[src/prlk_pkg.sv]
// package: constants, state and carrier types of the peripheral register lock and key
package prlk_pkg;

    // ------------------------------------------------------------
    // sizes
    // ------------------------------------------------------------
    localparam int unsigned NUM_GROUPS = 16;
    localparam int unsigned GROUP_W    = 4;
    localparam int unsigned KEY_W      = 8;

    // ------------------------------------------------------------
    // key sequence and reset values
    // ------------------------------------------------------------
    localparam logic [KEY_W-1:0]      KEY_FIRST_DEFAULT  = 8'hA5;
    localparam logic [KEY_W-1:0]      KEY_SECOND_DEFAULT = 8'hF1;
    localparam logic [NUM_GROUPS-1:0] LOCK_RESET         = 16'h0000;
    localparam logic [NUM_GROUPS-1:0] RUN_RESET          = 16'hFFFF;

    // ------------------------------------------------------------
    // types
    // ------------------------------------------------------------
    typedef enum logic [2:0] {
        PRLK_CLOSED    = 3'h1,
        PRLK_FIRST_OK  = 3'h2,
        PRLK_OPEN      = 3'h4
    } prlk_key_state_t;

    typedef struct packed {
        logic               wr;
        logic               rd;
        logic [GROUP_W-1:0] group;
    } prlk_access_t;

    typedef struct packed {
        prlk_key_state_t         key_state;
        logic [NUM_GROUPS-1:0]   lock_word;
        logic [NUM_GROUPS-1:0]   run_enable;
    } prlk_state_t;

    localparam prlk_state_t STATE_RESET = '{
        key_state:  PRLK_CLOSED,
        lock_word:  LOCK_RESET,
        run_enable: RUN_RESET
    };

endpackage

[src/prlk_lock_key.sv]
// module: key sequence, lock word, write gating and debug freeze per peripheral group
// What this block does
// each lock word bit protects its own peripheral group.
// software writes the key sequence first; lock changes are refused until then.
// any key write while open closes the lock words again.
// key status read shows whether the lock words are open.
// writes to a locked group are dropped; contents stay unchanged.
// reads of every group pass whatever the lock state.
// each group can be set to freeze or run while the core is halted.
// a lock bit at one protects its group, such as the reset source unit.
// two-word parameterised key; any mismatch while closed restarts detection.
`timescale 1ns/1ps
`default_nettype none

module prlk_lock_key #(
    parameter logic [prlk_pkg::KEY_W-1:0] KEY_FIRST  = prlk_pkg::KEY_FIRST_DEFAULT,
    parameter logic [prlk_pkg::KEY_W-1:0] KEY_SECOND = prlk_pkg::KEY_SECOND_DEFAULT
) (
    input  wire logic                              clock,
    input  wire logic                              rst,
    input  wire logic                              ce,
    input  wire logic                              key_wr,
    input  wire logic [prlk_pkg::KEY_W-1:0]        key_wdata,
    output logic                                   key_open,
    output logic [2:0]                             key_stage,
    input  wire logic                              lock_wr,
    input  wire logic [prlk_pkg::NUM_GROUPS-1:0]   lock_wdata,
    output logic [prlk_pkg::NUM_GROUPS-1:0]        peripheral_lock_words,
    input  wire prlk_pkg::prlk_access_t            periph_access,
    output logic                                   periph_wr_grant,
    output logic                                   periph_wr_dropped,
    output logic                                   periph_rd_grant,
    input  wire logic                              core_halted,
    input  wire logic [prlk_pkg::NUM_GROUPS-1:0]   freeze_sel,
    output logic [prlk_pkg::NUM_GROUPS-1:0]        run_enable
);

    // ------------------------------------------------------------
    // state
    // ------------------------------------------------------------
    // all state lives in one struct; next_s is its combinational copy
    prlk_pkg::prlk_state_t s;
    prlk_pkg::prlk_state_t next_s;
    // per group: the access targets this group and its lock bit is set
    logic [prlk_pkg::NUM_GROUPS-1:0] group_hit;

    always_comb
    begin
        next_s = s;
        if (key_wr)
        begin
            unique case (s.key_state)
                prlk_pkg::PRLK_CLOSED:
                begin

                    if (key_wdata == KEY_FIRST)
                        next_s.key_state = prlk_pkg::PRLK_FIRST_OK;
                end
                prlk_pkg::PRLK_FIRST_OK:
                begin
                    // a stray first word counts as a fresh start, not a failure
                    if (key_wdata == KEY_SECOND)
                        next_s.key_state = prlk_pkg::PRLK_OPEN;
                    else if (key_wdata == KEY_FIRST)
                        next_s.key_state = prlk_pkg::PRLK_FIRST_OK;
                    else
                        next_s.key_state = prlk_pkg::PRLK_CLOSED;
                end
                prlk_pkg::PRLK_OPEN:
                begin
                    next_s.key_state = prlk_pkg::PRLK_CLOSED;
                end
                default:
                begin
                    next_s.key_state = prlk_pkg::PRLK_CLOSED;
                end
            endcase
        end

        // lock word is only taken while open; a key write in the same cycle still closes
        if (lock_wr && (s.key_state == prlk_pkg::PRLK_OPEN))
            next_s.lock_word = lock_wdata;

        // registered so a halt edge cannot glitch a group's run gate
        next_s.run_enable = ~(freeze_sel & {prlk_pkg::NUM_GROUPS{core_halted}});
    end

    always_ff @(posedge clock)
    begin
        // reset wins over the clock enable so a frozen block still clears
        if (rst)
            s <= prlk_pkg::STATE_RESET;
        else if (ce)
            s <= next_s;
    end

    // ------------------------------------------------------------
    // outputs
    // ------------------------------------------------------------
    genvar g;
    generate
        for (g = 0; g < prlk_pkg::NUM_GROUPS; g++)
        begin : gen_group

            // group number cut to the width of the group field
            assign group_hit[g] = (periph_access.group == prlk_pkg::GROUP_W'(g))
                                  && s.lock_word[g];
        end
    endgenerate

    // status comes straight from the state register, never from next_s
    assign key_open              = (s.key_state == prlk_pkg::PRLK_OPEN);
    assign key_stage             = s.key_state;
    assign peripheral_lock_words = s.lock_word;
    assign run_enable            = s.run_enable;
    // gating is combinational so a locked write never reaches the target register
    assign periph_wr_grant       = periph_access.wr && !(|group_hit);
    assign periph_wr_dropped     = periph_access.wr && (|group_hit);
    assign periph_rd_grant       = periph_access.rd;
endmodule

`default_nettype wire

[config.mk]
export PLATFORM = sky130hd
export DESIGN_NAME = prlk_lock_key
export DESIGN_NICKNAME = d
export VERILOG_FILES = /design/src/prlk_pkg.sv /design/src/prlk_lock_key.sv
export SDC_FILE = /design/constraint.sdc
export NUM_CORES = 1
export LEC_CHECK = 0
export BUFFER_PORTS_ARGS = -buffer_cell sky130_fd_sc_hd__buf_2
export CAP_MARGIN = 20
export CORE_UTILIZATION = 42
export DETAILED_ROUTE_END_ITERATION = 10
export GPL_TIMING_DRIVEN = 0
export PLACE_DENSITY_LB_ADDON = 0.08
export SYNTH_ARGS = -nofsm -noshare
export SYNTH_HDL_FRONTEND = slang
export SYNTH_SLANG_ARGS = --single-unit
[constraint.sdc]
create_clock -name clock -period 1.33 [get_ports clock]
set_input_delay 0.0665 -clock clock [delete_from_list [all_inputs] [get_ports clock]]
set_output_delay 0.0665 -clock clock [all_outputs]
set_load 0.1 [all_outputs]
==> summary.txt, run 1 <==
Placement
  – Port bufs: 89
  – Worst slack at placement: -430 ps
  – Post-placement cell count: 312
  – Routability Congestion: 0.813
  – DP HPWL: 2.59 mm

Power
  – Switching share of power: 0.297
  – Sequential Power Share: 0.535
  – Final Power: 2.00 mW
  – VDD IR max: 0.000598 V
  – Comb pwr share: 0.204
  – Int Pwr: 1.40 mW
  – Clk pwr share: 0.261
  – Net Switching: 0.592 mW
  – Leak: 1.06 nW
  – PD cells: 828 nW/µm²

Timing
  – Setup TNS: -1370 ps
  – Final Cycle Share: 1.40
  – Achievable Freq: 539 MHz
  – Tightest Pin Transition: 660 ps
  – Final hold vios: 0
  – Fin. max-slew vios: 0
  – Final worst-path setup slack: -526 ps
  – Unrepaired setup endpoints after global routing: yes
  – Worst Skew: 6.45 ps
  – Final Hold Slack: 20.1 ps
  – Slew headroom: 0.560
  – # setup viols final: 19
  – Post-layout minimum cycle time: 1860 ps

Yosys
  – Synth top area cells: dfxtp_1, a21oi_1, nand2_1
  – Gate Count Post-Synth: 177
  – Leading area contributor after synthesis: dfxtp_1
  – Synth top area share: 0.469
  – Syn_nets: 229
  – Synth warnings: 0
  – Synthesized cell area: 1500 µm²
  – Seq/Total Area, Yosys: 0.469
  – Distinct cell type count after synthesis: 25
  – Synth Area per Inst: 8.45 µm²
  – Yosys reg bits: 35

Route
  – Initial detailed-routing violation count: 74
  – Vias: 1639
  – DR pass1 iterations: 4
  – Routed Antenna Nets: 0
  – Via/cell ratio: 4.85
  – Wire per inst: 12.3 µm
  – Final WL: 4.16 mm
  – Remaining DRCs: 0

Critical path
  – Critical Path AT: 1790 ps
  – Critical path's largest stage delay: 460 ps
  – Crit path max-delay family: multiplexers
  – Buf/Inv on CP: 1
  – Worst-path cell chain: mux4_2 -> mux2i_1 -> mux2_4 -> and2_4 -> buf_12
  – Worst-path maximum fanout: 3
  – CP Class: reg2out
  – Critical Path Source Type: flop
  – Worst path required time: 1260 ps
  – Critical-path top delay cell: mux4_2
  – Setup crit end kind: primary output

Global route
  – Antenna violations before repair: 0
  – Largest net degree at the start of global routing: 17
  – Global route total overflow: 0
  – GRT Total Usage: 0.203
  – First-pass GRT wire length: 5.58 mm
  – Vias in the first global route: 1306

Clocking
  – Clock slew at reported path FFs: 100 ps
  – H-tree level count: 2
  – Root buf cell: clkbuf_4
  – Sink Count: 35
  – Worst-Skew Late Latency: 330 ps
  – Clock buffer count from CTS: 5
  – CTS Buffer Depth: 2
  – CTS tree: yes

Cells and area
  – Area grow syn2layout: 61.3%
  – Final Net Count: 344
  – Most common cell after layout, fill and taps aside: buf_2
  – Final Non-Filler Cells: 338
  – Layout cells sized above 1: 0.545
  – Ant. Diodes: 0
  – Commonest non-fill, non-tap cells in the layout: buf_2, nand2_1, a21oi_1

Worst hold path
  – Hold Crit Class: in2reg

Floorplan
  – Die width: 61.7 µm
  – Die area: 3800 µm²
  – Ports: 91
  – Row cnt: 21
  – Die span in y: 61.7 µm
  – Core Region: 3360 µm²
  – Starting density of the core: 0.445

Run
  – Max-Cap Viols: 0

Status
  – Failing checks: setup timing
  – Outcome: complete, but fails checks
-- worst paths after layout --
| check | start | to | slack, ps | cells past startpoint |
|---|---|---|---|---|
| hold reg to reg | peripheral_lock_words[14] | peripheral_lock_words[14] | 470 | 2 |
| setup / recovery | peripheral_lock_words[14] | periph_wr_grant | -530 | 5 |
| hold / removal | rst | run_enable[0] | 20 | 2 |
| setup reg to reg | key_stage[0] | peripheral_lock_words[8] | -60 | 5 |
-- metrics by stage --
step | util | instance area [µm²]
after floorplan | - | 1550
after global placement | 0.611 | 2050
after detailed placement | 0.611 | 2050
after CTS | 0.683 | 2300
after global routing | 0.717 | 2410
final | 0.717 | 2410
-- synth_stat cells --
cell and instances:
o21ai_0 2, nand3_1 3, clkbuf_1 6, or2_2 15
a31oi_1 1, mux4_1 4, nor2_1 19, and2_1 2
o21ba_2 1, nor2b_1 1, mux2i_1 2, nand2b_1 1
nor3b_1 1, buf_4 2, a21oi_1 34, mux2_2 1
nand2_1 37, buf_2 3, and4bb_1 1, or2_1 1
nand4_1 1, or4_1 1, dfxtp_1 35, and3_1 2
nor3b_2 1
-- flip-flops by register name, indices dropped and copies added, names as in the netlist --
name / cells
key_stage: 3
run_enable: 16
peripheral_lock_words: 16
-- logic make-up after synthesis --
family	Yosys count	share of synthesized area
compound gates	38	0.131
mux	7	0.0912
flops	35	0.469
simple gates	86	0.274
buf+inv	11	0.0351
-- repair_timing --
item | 4_1_cts | 5_1_grt
endpoints found under the hold margin | 16 | 0
hold buffers | 16 | 0
setup endpoints to repair | 13 | 16
cloned | 0 | 1
pin swaps | 3 | 11
gates resized for setup | 17 | 30
setup buffers | 2 | 2
-- worst register-to-register path, cell delays in order (launching register included) --
cell and delay [ps]:
dfxtp_4 380, nor3b_4 320, and3_4 280, buf_8 150, nand2_1 80, a21oi_2 120
-- layer usage --
metal	routed length (µm)	part of all wire	GRT usage
met5	0	0	0
met4	49	0.012	0.0762
met3	254	0.061	0.0714
met2	1990	0.48	0.344
met1	1870	0.45	0.236
-- power groups by stage --
| stage | sequential, mW | combinational, mW | clock (mW) |
|---|---|---|---|
| after floorplan | 1.23 | 0.0998 | 0 |
| after global placement | 1.09 | 0.350 | 0 |
| after detailed placement | 1.09 | 0.351 | 0 |
| after CTS | 1.07 | 0.397 | 0.531 |
| after global routing | 1.07 | 0.433 | 0.583 |
| final | 1.07 | 0.407 | 0.522 |
-- cell type report --
| class | count | area, µm² |
|---|---|---|
| tap | 46 | 57.6 |
| timing repair buffer | 110 | 696 |
| fill | 294 | 951 |
| buffer | 9 | 51.3 |
| multi-input combinational | 131 | 836 |
| sequential | 35 | 727 |
| clock buffer | 7 | 45.0 |
Note: power is estimated with default switching activity, not from simulation.
==> inputs of run 2 (changes only) <==
BUFFER_PORTS_ARGS = default   (was -buffer_cell sky130_fd_sc_hd__buf_2)
CORE_UTILIZATION = 50   (was 42)
DONT_BUFFER_PORTS = 1   (was default)
==> summary.txt, run 2 (synthesis results as in run 1) <==
Clocking
  – CTS tree: yes
  – Clock buffer count from CTS: 5
  – H-tree level count: 2
  – Worst-Skew Late Latency: 330 ps
  – Sink Count: 35
  – Clock slew at reported path FFs: 100 ps
  – CTS Buffer Depth: 2
  – Root buf cell: clkbuf_4

Floorplan
  – Core Region: 2810 µm²
  – Starting density of the core: 0.533
  – Die area: 3210 µm²
  – Row cnt: 19
  – Ports: 91
  – Die span in y: 56.7 µm
  – Die width: 56.7 µm

Timing
  – Slew headroom: 0.252
  – Final worst-path setup slack: -1040 ps
  – Final hold vios: 1
  – Tightest Pin Transition: 1120 ps
  – Post-layout minimum cycle time: 2370 ps
  – Achievable Freq: 422 MHz
  – Setup TNS: -18560 ps
  – Worst Skew: 6.45 ps
  – Final Hold Slack: -131 ps
  – Final Cycle Share: 1.78
  – Unrepaired setup endpoints after global routing: yes
  – Fin. max-slew vios: 0
  – # setup viols final: 22

Route
  – DR pass1 iterations: 7
  – Remaining DRCs: 16
  – Vias: 1450
  – Final WL: 4.25 mm
  – Initial detailed-routing violation count: 95
  – Wire per inst: 16.7 µm
  – Routed Antenna Nets: 0
  – Via/cell ratio: 5.69

Cells and area
  – Filler Cell Count: 203
  – Share of the core filled with cells: 0.765
  – Layout cells sized above 1: 0.397
  – Most common cell after layout, fill and taps aside: dlygate4sd3_1
  – Final Net Count: 276
  – Commonest non-fill, non-tap cells in the layout: dlygate4sd3_1, nand2_1, a21oi_1
  – Area grow syn2layout: 43.6%
  – Final Non-Filler Cells: 255
  – Ant. Diodes: 0

Critical path
  – Setup crit end: peripheral_lock_words[12]
  – Worst Reg-to-Reg Cells: 5
  – Critical Path Source Type: flop
  – Worst path required time: 1590 ps
  – Worst-path maximum fanout: 6
  – R2r endpoint: peripheral_lock_words[12]
  – CP Class: reg2reg
  – Critical Path AT: 2630 ps
  – R2R Setup Slk: -1040 ps
  – Setup crit start: key_stage[2]
  – Setup crit end kind: flop
  – Worst R2R Start: key_stage[2]

Global route
  – Antenna violations before repair: 0
  – Largest net degree at the start of global routing: 11
  – Met1 Usage GRT: 0.258
  – Met2 Use GR: 0.500
  – GRT busiest layer: met2
  – Vias in the first global route: 1396
  – Met3 Track Usage GR: 0.124
  – Global route total overflow: 0
  – First-pass GRT wire length: 6.33 mm
  – GRT Total Usage: 0.266

Power
  – PD cells: 915 nW/µm²
  – Leak: 0.749 nW
  – VDD IR max: 0.000874 V
  – Final Power: 1.96 mW

Run
  – Max-Cap Viols: 0

Placement
  – Port bufs: 0
  – DP HPWL: 2.50 mm
  – Post-placement cell count: 208
  – Routability Congestion: 0.759
  – Worst slack at placement: -1080 ps

Worst hold path
  – Hold Crit Class: in2reg

Status
  – Outcome: complete, but fails checks
  – Failing checks: DRC, hold timing, setup timing
## run 2: worst min-delay path by stage
stage,end,cells after the start,startpoint
after floorplan,run_enable[0],1,rst
after global routing,peripheral_lock_words[12],2,lock_wdata[12]
after CTS,peripheral_lock_words[12],2,lock_wdata[12]
after detailed placement,run_enable[0],1,rst
final,peripheral_lock_words[12],2,lock_wdata[12]
after global placement,run_enable[14],1,rst
## run 2: worst max-delay path, stage by stage (launching register included)
cell     delay [ps]
dfxtp_4         570
nor3b_4         980
and3_4          420
buf_8           130
nand2_2          60
a21oi_2         140
## run 2: where the power goes
| group | switching [mW] | leakage [nW] | internal [mW] | total, mW |
|---|---|---|---|---|
| logic | 0.0949 | 0.423 | 0.115 | 0.210 |
| registers | 0.148 | 0.292 | 1.03 | 1.18 |
| clock network | 0.330 | 0.0341 | 0.245 | 0.575 |
## run 2: cell type report
class / instances / area [µm²] / share of cell area
Timing Repair Buffer: 41 / 413 / 0.192
Clock inverter: 1 / 5.00 / 0.00233
Sequential cell: 35 / 792 / 0.369
Multi-Input combinational cell: 131 / 791 / 0.368
Tap cell: 31 / 38.8 / 0.0181
Clock buffer: 6 / 51.3 / 0.0239
Buffer: 10 / 56.3 / 0.0262
## run 2: layer usage
layer  up-vias  part of all wire
li1        690                 -
met1       674              0.36
met2        79              0.54
met3         7             0.085
met4         0             0.012
met5         -                 0
## run 2: what timing repair did
item / 4_1_cts / 5_1_grt
gates cloned: 0 / 1
endpoints found under the hold margin: 35 / 2
hold buffers: 34 / 1
endpoints found under the setup margin: 55 / 22
pin swaps: 6 / 6
setup buffers: 5 / 0
gates resized for setup: 50 / 7
## run 2: metrics by stage
step                cell area [µm²]  hold WS (ps)
detailed placement             1590           179
CTS                            2100          -142
global placement               1590           175
floorplan                      1550           173
finish                         2150          -131
global route                   2150          -156
==> inputs of run 3 (changes only) <==
CELL_PAD_IN_SITES_DETAIL_PLACEMENT = 1   (was default)
CELL_PAD_IN_SITES_GLOBAL_PLACEMENT = 1   (was default)
CORE_UTILIZATION = 42   (was 50)
HOLD_SLACK_MARGIN = 0.06   (was default)
==> summary.txt, run 3 (synthesis results as in run 1) <==
Status
  – Outcome: complete, but fails checks
  – Failing checks: setup timing

Worst hold path
  – Hold Crit Start: key_wdata[4]
  – Hold Crit Class: in2reg
  – Hold Path Depth: 4
  – Min-Delay Endpoint: key_stage[0]

Critical path
  – Worst path required time: 1260 ps
  – R2R Setup Slk: -620 ps
  – Setup crit end kind: primary output
  – Critical Path Source Type: flop
  – Worst Reg-to-Reg Cells: 7
  – Critical path's largest stage delay: 570 ps
  – Worst-path maximum fanout: 3
  – Critical-path top delay cell: dfxtp_4
  – Worst R2R Start: key_stage[2]
  – Critical Path AT: 2190 ps
  – R2r endpoint: peripheral_lock_words[14]
  – CP Class: reg2out
  – Worst-path cell chain: mux4_1 -> mux2i_1 -> mux2_4 -> nor2b_4

Route
  – Vias: 1697
  – WL met2: 3.82 mm
  – Remaining DRCs: 0
  – Via/cell ratio: 6.19
  – Highest routed layer: met5
  – Met3 WL: 644 µm
  – Routed met1 length: 2.76 mm
  – Wire per inst: 28.0 µm
  – Routed Antenna Nets: 0
  – Initial detailed-routing violation count: 88
  – DR pass1 iterations: 4
  – Final WL: 7.68 mm

Global route
  – Vias in the first global route: 1583
  – First-pass GRT wire length: 7.22 mm
  – Largest net degree at the start of global routing: 11
  – Global route total overflow: 0
  – Antenna violations before repair: 1
  – GRT Total Usage: 0.272

Clocking
  – Sink Count: 35
  – Root buf cell: clkbuf_4
  – Clock slew at reported path FFs: 110 ps
  – CTS tree: yes
  – Clock buffer count from CTS: 5
  – Worst-Skew Late Latency: 370 ps
  – H-tree level count: 2
  – CTS Buffer Depth: 2

Placement
  – Routability Congestion: 0.929
  – Placement Cell Area: 1610 µm²
  – DP HPWL: 2.92 mm
  – Worst slack at placement: -1120 ps
  – Port bufs: 0

Floorplan
  – Ports: 91
  – Die width: 61.7 µm
  – Core Region: 3360 µm²
  – Die area: 3800 µm²
  – Row cnt: 21
  – Die span in y: 61.7 µm
  – Starting density of the core: 0.445

Timing
  – Post-layout minimum cycle time: 2250 ps
  – Unrepaired setup endpoints after global routing: yes
  – Final hold vios: 0
  – Final Hold Slack: 65.7 ps
  – Final Cycle Share: 1.70
  – Achievable Freq: 443 MHz
  – Worst Skew: 2.18 ps
  – Slew headroom: 0.489
  – Tightest Pin Transition: 766 ps
  – Final worst-path setup slack: -925 ps
  – # setup viols final: 22
  – Fin. max-slew vios: 0

Power
  – Leak: 0.924 nW
  – PD cells: 910 nW/µm²
  – VDD IR max: 0.000855 V

Cells and area
  – Layout cells sized above 1: 0.509
  – Share of the core filled with cells: 0.730
  – Commonest non-fill, non-tap cells in the layout: dlygate4sd3_1, nand2_1, dfxtp_4
  – Area grow syn2layout: 64.3%
  – Ant. Diodes: 0
  – Final Net Count: 280
  – Design Area, Final: 2460 µm²
  – Most common cell after layout, fill and taps aside: dlygate4sd3_1
  – Filler Cell Count: 339

Run
  – Max-Cap Viols: 0
==> run 3: cell types whose count changed in the layout (fill, tap and decap cells not counted), sizes merged <==
cell,delta
bufinv,+1
buf,-1
clkinv,-1
dlygate4sd3,+5
==> run 3: what timing repair did <==
action                     4_1_cts  5_1_grt
gates resized for setup         38       69
hold buffers                    41        0
pin swaps                       10       27
setup buffers                    2        0
gates cloned                     0        1
hold endpoints to repair        35        0
setup endpoints to repair       57       22
==> run 3: cell type report <==
class / instances / area (µm²) / area share
Multi-Input combinational cell: 131 / 983 / 0.400
Sequential cell: 35 / 792 / 0.322
Timing Repair Buffer: 45 / 493 / 0.201
Buffer: 10 / 58.8 / 0.0239
Tap cell: 46 / 57.6 / 0.0234
Clock buffer: 6 / 41.3 / 0.0168
Clock inverter: 1 / 30.0 / 0.0122
==> run 3: worst max path at each step <==
stage | from | end | slack (ps) | cells past startpoint
after floorplan | peripheral_lock_words[12] | periph_wr_dropped | -900 | 4
after global placement | key_stage[2] | peripheral_lock_words[12] | -1090 | 5
after detailed placement | key_stage[2] | peripheral_lock_words[12] | -1120 | 5
after CTS | key_stage[2] | peripheral_lock_words[7] | -1070 | 6
after global routing | peripheral_lock_words[5] | periph_wr_dropped | -950 | 4
final | peripheral_lock_words[5] | periph_wr_dropped | -920 | 4
==> run 3: critical path: cells and delay by family, from the launching register on <==
kind             cells  cell delay (ps)
multiplexers         3              710
flip-flops           1              570
AND/OR/NAND/NOR      1              520
==> run 3: power breakdown <==
group	internal (mW)	switching [mW]
sequential	1.03	0.152
clock	0.387	0.397
combinational	0.125	0.141
==> run 3: routing by layer <==
metal | global-route usage | vias to the layer above
li1 | - | 696
met1 | 0.258 | 832
met2 | 0.515 | 122
met3 | 0.0945 | 45
met4 | 0.137 | 2
met5 | 0 | -
==> run 3: stage by stage <==
| stage | cells | setup TNS [ps] | total power, mW |
|---|---|---|---|
| 2_1_floorplan | 177 | -15630 | 1.33 |
| 3_3_place_gp | 223 | -18200 | 1.34 |
| 3_5_place_dp | 223 | -18920 | 1.35 |
| 4_1_cts | 273 | -19430 | 2.17 |
| 5_1_grt | 274 | -12340 | 2.28 |
| 6_report | 274 | -11810 | 2.23 |
